## config.mk

```make
export PLATFORM = sky130hd
export DESIGN_NAME = fabo_top
export DESIGN_NICKNAME = d
export VERILOG_FILES = /design/src/shared/fabo_pkg.sv /design/src/shared/fabo_dly_if.sv /design/src/hw/fabo_top.sv /design/src/hw/fabo_eoc_delay.sv
export SDC_FILE = /design/constraint.sdc
export NUM_CORES = 1
export LEC_CHECK = 0
export ABC_AREA = 0
export BUFFER_PORTS_ARGS = -buffer_cell sky130_fd_sc_hd__buf_2
export CORE_MARGIN = 1
export CORE_UTILIZATION = 43
export CTS_BUF_LIST = sky130_fd_sc_hd__clkbuf_16
export CTS_CLUSTER_SIZE = 24
export DETAILED_ROUTE_END_ITERATION = 8
export GPL_TIMING_DRIVEN = 0
export PLACE_DENSITY_LB_ADDON = 0.2
export REMOVE_ABC_BUFFERS = 1
export SLEW_MARGIN = 20
export SYNTH_ARGS = -nofsm -noshare
export SYNTH_HDL_FRONTEND = slang
export SYNTH_HIERARCHICAL = 1
export SYNTH_SLANG_ARGS = --single-unit
```

## constraint.sdc

```tcl
create_clock -name i_core_clk -period 3 [get_ports i_core_clk]
set_clock_uncertainty 0.1 [all_clocks]
set_input_delay 0.6 -clock i_core_clk [delete_from_list [all_inputs] [get_ports i_core_clk]]
set_output_delay 0.6 -clock i_core_clk [all_outputs]
set_load 0.02 [all_outputs]
```

## src/shared/fabo_pkg.sv

```systemverilog
// Constants and types shared by the converter output logic
package fabo_pkg;

  // Data path
  localparam int unsigned DATA_W      = 8;
  localparam int unsigned PIPE_PULSES = 3;
  localparam logic [1:0]  FILL_LAST   = 2'h2;
  localparam logic [1:0]  FILL_RST    = 2'h0;
  localparam logic [7:0]  DATA_RST    = 8'h00;
  localparam logic [7:0]  TOP_MASK    = 8'h80;
  localparam logic [7:0]  LOW_MASK    = 8'h7f;

  // Coding selects: 1 keeps the bits, 0 inverts them
  localparam logic        SEL_KEEP    = 1'b1;
  localparam logic        SEL_INVERT  = 1'b0;

  // Core clock
  localparam int unsigned CLK_PERIOD_NS = 50;

  // Start-convert pulse: least width, rounded up, at least one cycle
  localparam int unsigned SC_MIN_WIDTH_NS = 10;
  localparam int unsigned SC_MIN_CYC_RAW  =
    (SC_MIN_WIDTH_NS + CLK_PERIOD_NS - 1) / CLK_PERIOD_NS;
  localparam int unsigned SC_MIN_CYC      =
    (SC_MIN_CYC_RAW < 1) ? 1 : SC_MIN_CYC_RAW;

  // End-of-conversion delay step, rounded down, at least one cycle
  localparam int unsigned EOC_STEP_NS      = 6;
  localparam int unsigned EOC_STEP_CYC_RAW = EOC_STEP_NS / CLK_PERIOD_NS;
  localparam int unsigned EOC_STEP_CYC     =
    (EOC_STEP_CYC_RAW < 1) ? 1 : EOC_STEP_CYC_RAW;
  localparam int unsigned EOC_STEPS        = 4;
  localparam int unsigned EOC_MAX_DLY      = (EOC_STEPS - 1) * EOC_STEP_CYC;
  localparam logic [1:0]  EOC_SEL_RST      = 2'h0;

  // Supported start-convert rates
  localparam int unsigned SC_RATE_MIN_MHZ = 30;
  localparam int unsigned SC_RATE_TYP_MHZ = 40;

  // Pipeline fill state
  typedef enum logic [1:0] {
    ST_FILL = 2'b00,
    ST_RUN  = 2'b01
  } fabo_state_t;

endpackage : fabo_pkg

```

## src/shared/fabo_dly_if.sv

```systemverilog
// Strobe and result word passed through the end-of-conversion delay
interface fabo_dly_if;
  import fabo_pkg::*;

  logic              in_stb;
  logic [DATA_W-1:0] in_data;
  logic [1:0]        sel;
  logic              out_stb;
  logic [DATA_W-1:0] out_data;

  modport src (output in_stb, output in_data, output sel,
               input  out_stb, input out_data);
  modport dly (input  in_stb, input in_data, input sel,
               output out_stb, output out_data);
endinterface : fabo_dly_if

```

## src/hw/fabo_top.sv

```systemverilog
// Output side of an 8-bit sampling converter board
//
// What this block does
// RQ1 - Convert on start rising edge; pulses >=10 ns; a pulse here must be high at a 50 ns core clock edge
// RQ2 - Three start pulses before output is valid
// RQ3 - Result stable at end-of-conversion falling edge
// RQ4 - End-of-conversion delay: four 6 ns steps, default zero; each step here is one 50 ns core clock
// RQ5 - Default coding offset binary, selects at one
// RQ6 - Selects at zero give other output codings
// RQ7 - Unipolar: step number as straight binary
// RQ8 - Bipolar: offset binary, zero gives 10000000
// RQ9 - Sustain start rate; partner keeps within it; here at most one start per two 50 ns core clocks
// RQ10 - Top select flips MSB, low select rest
module fabo_top
  import fabo_pkg::*;
(
  input  wire logic              i_core_clk,
  input  wire logic              i_rst_n,
  input  wire logic              i_start_convert,
  input  wire logic [DATA_W-1:0] i_step,
  input  wire logic              i_top_bit_invert_select,
  input  wire logic              i_low_bits_invert_select,
  input  wire logic [1:0]        i_eoc_delay_select,
  output logic      [DATA_W-1:0] o_data,
  output logic                   o_eoc,
  output logic                   o_valid
);

  //////////////////////////////////////////////////////////////////////////
  // Reset release

  logic rst_meta_q;
  logic rst_sync_q;

  always_ff @(posedge i_core_clk or negedge i_rst_n) begin
    if (!i_rst_n) begin
      rst_meta_q <= 1'b0;
      rst_sync_q <= 1'b0;
    end else begin
      rst_meta_q <= 1'b1;
      rst_sync_q <= rst_meta_q;
    end
  end

  //////////////////////////////////////////////////////////////////////////
  // Start edge and pipeline

  fabo_state_t       state_q,  state_d;
  logic [1:0]        fill_q,   fill_d;
  logic              sc_q,     sc_d;
  logic [DATA_W-1:0] st1_q,    st1_d;
  logic [DATA_W-1:0] st2_q,    st2_d;
  logic [DATA_W-1:0] st3_q,    st3_d;
  logic              req_q,    req_d;
  logic [DATA_W-1:0] code_mask;
  logic              sc_rise;

  assign sc_rise = i_start_convert & ~sc_q; // [RQ1]

  // Inversion mask from the two coding selects
  always_comb begin
    code_mask = '0;
    if (i_top_bit_invert_select == SEL_INVERT) begin
      code_mask = code_mask | TOP_MASK; // [RQ10]
    end
    if (i_low_bits_invert_select == SEL_INVERT) begin
      code_mask = code_mask | LOW_MASK; // [RQ10]
    end
  end

  always_comb begin
    state_d = state_q;
    fill_d  = fill_q;
    sc_d    = i_start_convert;
    st1_d   = st1_q;
    st2_d   = st2_q;
    st3_d   = st3_q;
    req_d   = 1'b0;
    // Every rising edge is taken; no busy window
    if (sc_rise) begin // [RQ9]
      st1_d = i_step;                 // [RQ1]
      st2_d = st1_q;
      st3_d = st2_q ^ code_mask;      // [RQ5] [RQ6] [RQ7] [RQ8]
      case (state_q)
        ST_FILL: begin
          if (fill_q == FILL_LAST) begin
            state_d = ST_RUN;         // [RQ2]
            req_d   = 1'b1;
          end else begin
            fill_d  = fill_q + 2'h1;
          end
        end
        ST_RUN: begin
          req_d = 1'b1;
        end
        default: begin
          state_d = ST_FILL;
        end
      endcase
    end
  end

  always_ff @(posedge i_core_clk or negedge rst_sync_q) begin
    if (!rst_sync_q) begin
      state_q <= ST_FILL;
      fill_q  <= FILL_RST;
      sc_q    <= 1'b0;
      st1_q   <= DATA_RST;
      st2_q   <= DATA_RST;
      st3_q   <= DATA_RST;
      req_q   <= 1'b0;
    end else begin
      state_q <= state_d;
      fill_q  <= fill_d;
      sc_q    <= sc_d;
      st1_q   <= st1_d;
      st2_q   <= st2_d;
      st3_q   <= st3_d;
      req_q   <= req_d;
    end
  end

  //////////////////////////////////////////////////////////////////////////
  // End-of-conversion delay and outputs

  fabo_dly_if dl ();

  assign dl.in_stb  = req_q;
  assign dl.in_data = st3_q;
  assign dl.sel     = i_eoc_delay_select;

  fabo_eoc_delay u_eoc_delay (
    .i_clk   (i_core_clk),
    .i_rst_n (rst_sync_q),
    .dl      (dl.dly)
  );

  logic [DATA_W-1:0] data_q,  data_d;
  logic              eoc_q,   eoc_d;
  logic              valid_q, valid_d;

  // Word loads with the strobe and holds past its falling edge
  always_comb begin
    eoc_d   = dl.out_stb;                        // [RQ4]
    data_d  = dl.out_stb ? dl.out_data : data_q; // [RQ3]
    valid_d = valid_q | dl.out_stb;              // [RQ2]
  end

  always_ff @(posedge i_core_clk or negedge rst_sync_q) begin
    if (!rst_sync_q) begin
      data_q  <= DATA_RST;
      eoc_q   <= 1'b0;
      valid_q <= 1'b0;
    end else begin
      data_q  <= data_d;
      eoc_q   <= eoc_d;
      valid_q <= valid_d;
    end
  end

  assign o_data  = data_q;
  assign o_eoc   = eoc_q;
  assign o_valid = valid_q;
endmodule : fabo_top

```

## src/hw/fabo_eoc_delay.sv

```systemverilog
// Selectable delay line for the end-of-conversion strobe and its word
module fabo_eoc_delay
  import fabo_pkg::*;
(
  input  wire logic i_clk,
  input  wire logic i_rst_n,
  fabo_dly_if.dly   dl
);

  logic [DATA_W:0] tap_q [EOC_MAX_DLY];
  logic [DATA_W:0] tap_d [EOC_MAX_DLY];
  logic [DATA_W:0] sel_word;

  always_comb begin
    tap_d[0] = {dl.in_stb, dl.in_data};
    for (int k = 1; k < EOC_MAX_DLY; k++) begin
      tap_d[k] = tap_q[k-1];
    end
  end

  always_ff @(posedge i_clk or negedge i_rst_n) begin
    if (!i_rst_n) begin
      for (int k = 0; k < EOC_MAX_DLY; k++) begin
        tap_q[k] <= {1'b0, DATA_RST};
      end
    end else begin
      for (int k = 0; k < EOC_MAX_DLY; k++) begin
        tap_q[k] <= tap_d[k];
      end
    end
  end

  // Step zero bypasses the line, each further step adds its cycles
  always_comb begin
    if (dl.sel == 2'h0) begin
      sel_word = {dl.in_stb, dl.in_data};
    end else begin
      sel_word = tap_q[int'(dl.sel) * EOC_STEP_CYC - 1]; // [RQ4]
    end
  end

  assign dl.out_stb  = sel_word[DATA_W];
  assign dl.out_data = sel_word[DATA_W-1:0];

endmodule : fabo_eoc_delay

```

==> summary.md, run 1 <==
| Metric | Value |
|---|---|
| Status | `completed` |
| Die height | `81.0 um` |
| Ant diodes | `0` |
| Clk slew on worst S/H paths | `50 ps` |
| Post-synthesis cell count | `161` |
| R2R depth | `3` |
| RR Startpoint | `u_eoc_delay/tap_d[17]` |
| Wire length per cell | `15.9 um` |
| Area Overhead vs Synth | `16.5%` |
| Layout Nets | `205` |
| Worst setup SP type | `primary input` |
| First-pass GRT wire length | `7.46 mm` |
| Die X | `81.0 um` |
| Clk_lat worst skew | `320 ps` |
| Crit path time final | `2750 ps` |
| I/O Buffers | `24` |
| WP data required | `3100 ps` |
| Worst vdd ir | `0.462 mV` |
| Maximum root-to-sink buffer count | `2` |
| Synthesized flop and latch total | `68` |
| DRT Pass-1 Iters | `4` |
| Fin Setup TNS | `0 ps` |
| WP data arrival | `2850 ps` |
| Switching share of power | `26.2%` |
| CTS tree | `built` |
| Combinational share of power | `19.4%` |
| CP endpoint kind | `flip-flop` |
| CTS sink cnt | `68` |
| RePlAce Congestion | `0.717` |
| CTS buffer count | `9` |
| Maxcap violations | `0` |
| Drc violations | `0` |
| Sequential Power Share | `48.9%` |
| Grt ovf | `0` |
| I/O Pins | `25` |
| Fmax | `364 MHz` |
| Worst Hold Class | `flip-flop to async pin` |
| # fillers | `508` |
| Core Region | `5960 um^2` |
| Sequential standard cell area | `1710 um^2` |
| Part of the power in the clock network | `31.6%` |
| Share of cells above drive strength 1 | `40.1%` |
| Post-synthesis sequential area ratio | `63.5%` |
| Vias | `1348` |
| Pin count of the biggest net entering global routing | `48` |
| Vias per cell | `5.05` |
| CTS root buf | `clkbuf_16` |
| Area post-placement | `2860 um^2` |
| Reg-to-reg endpoint | `o_valid` |
| Detailed Route Iter0 Violations | `83` |
| Synth cell types | `21` |
| Crit path max fanout | `18` |
| Vias in the first global route | `1510` |
| Pwr Density | `889 nW/um^2` |
| RSZ-0062 raised after global routing | `false` |
| Die area | `6560 um^2` |
| Post-Place Worst Slack | `-284 ps` |
| Multi-input logic area | `890 um^2` |
| Final WL | `4.24 mm` |
| Internal power | `2.05 mW` |
| Crit share post-route | `91.6%` |
| Setup violators final | `0` |
| Worst Setup Slack, final | `253 ps` |
| LEAKAGE | `1.42 nW` |
| Fin area | `3120 um^2` |
| Critical path class | `primary input to flip-flop` |
| Yosys warns | `6` |
| # rows | `28` |
| Initial antenna violation count | `0` |
| Final hold viol count | `0` |
| GRT Total Usage | `15.9%` |
| Initial Util | `45.0%` |
| Worst slew margin | `51.2%` |
| Mapped cell area | `2680 um^2` |
| Htree depth | `3` |
| Antenna-violating nets left | `0` |
| Final Max Slew Viols | `0` |
| R2r setup slk | `1270 ps` |
| HPWL after DPL | `2.77 mm` |
| Synth Area per Inst | `16.7 um^2` |
| Switch Pwr | `728 uW` |
| Worst slew pin tran | `731 ps` |
## power groups by stage
stage | Clock, mW | Combinational [mW] | Sequential [mW]
floorplan | 0 | 0.337 | 1.40
global placement | 0 | 0.506 | 1.36
detailed placement | 0 | 0.543 | 1.38
CTS | 0.901 | 0.546 | 1.36
global route | 0.954 | 0.587 | 1.40
finish | 0.879 | 0.539 | 1.36
## registers in the layout, summed over array words and instances, names as in the netlist, 2 cells and up
name / cells
u_eoc_delay/tap_q: 9
dl.in_data: 8
st1_q: 8
st2_q: 8
o_data: 8
u_eoc_delay/tap_d: 18
fill_q: 2
## per-layer routing
layer	track usage, %	up-vias	wire, um
met5	0	-	0
met4	8.57	0	75
met3	5.73	7	166
met2	24.7	27	2040
met1	19.4	686	1960
li1	-	628	-
## how the worst max path moves through the flow
stage	slack, ps	start	depth (start not counted)	endpoint
finish	250	i_eoc_delay_select[0]	6	o_valid
floorplan	160	i_start_convert	2	dl.in_data[0]
global placement	-360	i_start_convert	3	dl.in_data[2]
global route	150	i_eoc_delay_select[0]	6	o_valid
detailed placement	-280	i_eoc_delay_select[0]	6	o_data[1]
CTS	80	i_eoc_delay_select[0]	6	o_data[1]
## synth_stat cells (all sizes together)
library cell | instances | area, um^2
xnor2 | 9 | 78.8
o21a | 1 | 7.51
inv | 4 | 15.0
dfrtp | 68 | 1700
nor4bb | 9 | 90.1
clkbuf | 2 | 7.51
a21o | 1 | 7.51
buf | 9 | 77.6
conb | 1 | 3.75
mux2 | 41 | 533
nor2b | 2 | 12.5
nor4b | 1 | 15.0
a221o | 9 | 90.1
ha | 2 | 25.0
or2 | 1 | 6.26
mux2i | 1 | 10.0
## cell families (layout without fill, tap and decap cells)
family	after synthesis	in the layout	synth area share (%)
adder cells (fa/ha/maj)	2	2	0.933
buffers and inverters	15	46	3.73
flip-flops	68	68	63.5
multiplexers	42	42	20.3
other	1	1	0.140
AO/OA/AOI/OAI	11	11	3.92
AND/OR/NAND/NOR	13	13	4.62
XOR/XNOR	9	9	2.94
## worst max-delay path, cell delays in order
cell and delay, ps:
buf_2 220, inv_1 70, ha_1 680, mux2_2 400
a221o_1 510, or2_2 360
## area by class of cell
class                           count  area share (%)
Timing Repair Buffer               27            5.45
Inverter                            4           0.481
Sequential cell                    68            54.6
Tap cell                           75            3.00
Multi-Input combinational cell     78            28.5
Clock inverter                      6           0.801
Clock buffer                        9            7.21
## what timing repair did
action                                  4_1_cts  5_1_grt
endpoints found under the hold margin         2        0
hold buffers                                  1        0
buffers inserted                              0        0
endpoints found under the setup margin        0        8
gates resized for setup                       0        1
## layout by cell type (no fill, tap or decap)
master         instances
a21o_1                 1
a221o_1                9
buf_12                 2
buf_2                 24
clkbuf_16              9
clkinv_1               2
clkinv_2               2
conb_1                 1
dfrtp_1               67
dfrtp_4                1
dlygate4sd3_1          1
ha_1                   2
inv_1                  6
mux2_1                 6
mux2_2                16
mux2_4                19
mux2i_1                1
nor2b_2                1
nor2b_4                1
nor4b_2                1
nor4bb_1               9
o21a_1                 1
or2_2                  1
xnor2_1                9
## through the flow
step	instances	total power, mW	util [%]	hold slack, ps
2_1_floorplan	150	1.74	-	204
3_3_place_gp	249	1.87	47.2	239
3_5_place_dp	251	1.92	48.0	113
4_1_cts	267	2.81	52.4	116
5_1_grt	267	2.94	52.5	127
6_report	267	2.78	52.5	99.9
(Power assumes the default switching activity.)
==> inputs of run 2 (changes only) <==
- CTS_BUF_LIST: sky130_fd_sc_hd__clkbuf_16 -> sky130_fd_sc_hd__clkbuf_4
==> summary.md, run 2 (synthesis gave the netlist of run 1 again) <==
| Metric | Value |
|---|---|
| Status | `completed` |
| Grt ovf | `0` |
| Die X | `81.0 um` |
| Area Overhead vs Synth | `10.8%` |
| # fillers | `524` |
| HPWL after DPL | `2.77 mm` |
| WP data required | `3180 ps` |
| Initial Util | `45.0%` |
| Final hold viol count | `0` |
| Most common cell after layout, fill and taps aside | `dfrtp_1` |
| Vias per cell | `5.06` |
| Vias | `1352` |
| Pin count of the biggest net entering global routing | `48` |
| I/O Buffers | `24` |
| Htree depth | `3` |
| Maxcap violations | `0` |
| WP data arrival | `3000 ps` |
| Critical path class | `primary input to flip-flop` |
| LEAKAGE | `1.35 nW` |
| Top Usage Layer GRT | `met2` |
| GR met2 Demand/Resource | `24.4%` |
| Drc violations | `0` |
| Met1 usage | `19.2%` |
| Clk_lat worst skew | `390 ps` |
| Largest register FFs | `18` |
| # rows | `28` |
| Layout Nets | `205` |
| Die area | `6560 um^2` |
| Pwr Density | `792 nW/um^2` |
| Final Max Slew Viols | `0` |
| Worst vdd ir | `0.319 mV` |
| Pwr Total | `2.35 mW` |
| CTS tree | `built` |
| Commonest non-fill, non-tap cells in the layout | `dfrtp_1 (67), buf_2 (24), mux2_4 (19)` |
| Fin Setup TNS | `0 ps` |
| Share of cells above drive strength 1 | `40.6%` |
| CTS root buf | `clkbuf_4` |
| Multi-input logic area | `887 um^2` |
| Initial antenna violation count | `0` |
| Clk slew on worst S/H paths | `100 ps` |
| I/O Pins | `25` |
| RSZ-0062 raised after global routing | `false` |
| GRT Total Usage | `15.8%` |
| Ant diodes | `0` |
| Detailed Route Iter0 Violations | `69` |
| Vias in the first global route | `1490` |
| Crit path max fanout | `19` |
| Setup violators final | `0` |
| Worst Hold Class | `flip-flop to async pin` |
| Antenna-violating nets left | `0` |
| CTS sink cnt | `68` |
| Die height | `81.0 um` |
| Worst slew margin | `50.5%` |
| GR Util met3 | `7.42%` |
| DRT Pass-1 Iters | `2` |
| Crit path time final | `2810 ps` |
| RePlAce Congestion | `0.717` |
| Crit share post-route | `93.8%` |
| CP endpoint kind | `flip-flop` |
| Worst setup SP type | `primary input` |
| Core Region | `5960 um^2` |
| CTS buffer count | `9` |
| First-pass GRT wire length | `7.40 mm` |
| Final WL | `4.16 mm` |
| Worst slew pin tran | `742 ps` |
| Sequential standard cell area | `1710 um^2` |
| Wire length per cell | `15.6 um` |
| Fmax | `355 MHz` |
| Maximum root-to-sink buffer count | `2` |
[run 2: area by class of cell]
class                   count  share of cell area [%]
clock inverters             4                   0.589
multi-input cells          78                    29.9
clock buffers              11                    2.78
flip-flops and latches     68                    57.4
well taps                  75                    3.16
inverters                   4                   0.505
repair buffers             27                    5.73
[run 2: metal layers]
metal	vias up	share of wire [%]	wire, um
met2	30	47	1970
met1	689	46	1910
met4	0	1.6	68
met5	-	0	0
met3	6	5.0	206
li1	627	-	-
[run 2: critical path, cell delays in order]
cell     delay (ps)
buf_2           220
inv_1            70
ha_1            460
nor2b_1         690
a221o_1         560
mux2_2          390
[run 2: repair_timing]
item | 4_1_cts | 5_1_grt
hold endpoints to repair | 2 | 0
endpoints found under the setup margin | 0 | 0
setup buffers | 0 | 0
hold buffers | 1 | 0
gates resized for setup | 0 | 0
[run 2: final timing paths]
kind,from,end,slack [ps],depth (start not counted)
max reg2reg,u_eoc_delay/tap_d[17],o_valid,1270,3
max,i_eoc_delay_select[0],o_data[1],190,6
min,rst_sync_q,st1_q[5],110,0
max in group asynchronous,rst_sync_q,o_data[5],2170,1
min reg2reg,rst_sync_q,st1_q[5],110,0
min in group i_core_clk,i_start_convert,sc_q,240,1
[run 2: power by group]
group / switching [mW] / internal, mW / leakage (nW) / total (mW)
logic: 0.228 / 0.310 / 0.491 / 0.538
registers: 0.157 / 1.20 / 0.799 / 1.35
clock network: 0.286 / 0.177 / 0.0616 / 0.463
[run 2: stage by stage]
stage	util [%]	hold slack (ps)	cell area, um^2	instances	worst slack (ps)
6_report	49.9	112	2970	267	187
3_5_place_dp	48.0	113	2860	251	-284
2_1_floorplan	-	204	2600	150	162
5_1_grt	49.9	131	2970	267	56.3
3_3_place_gp	47.2	239	2810	249	-356
4_1_cts	49.9	122	2970	267	147
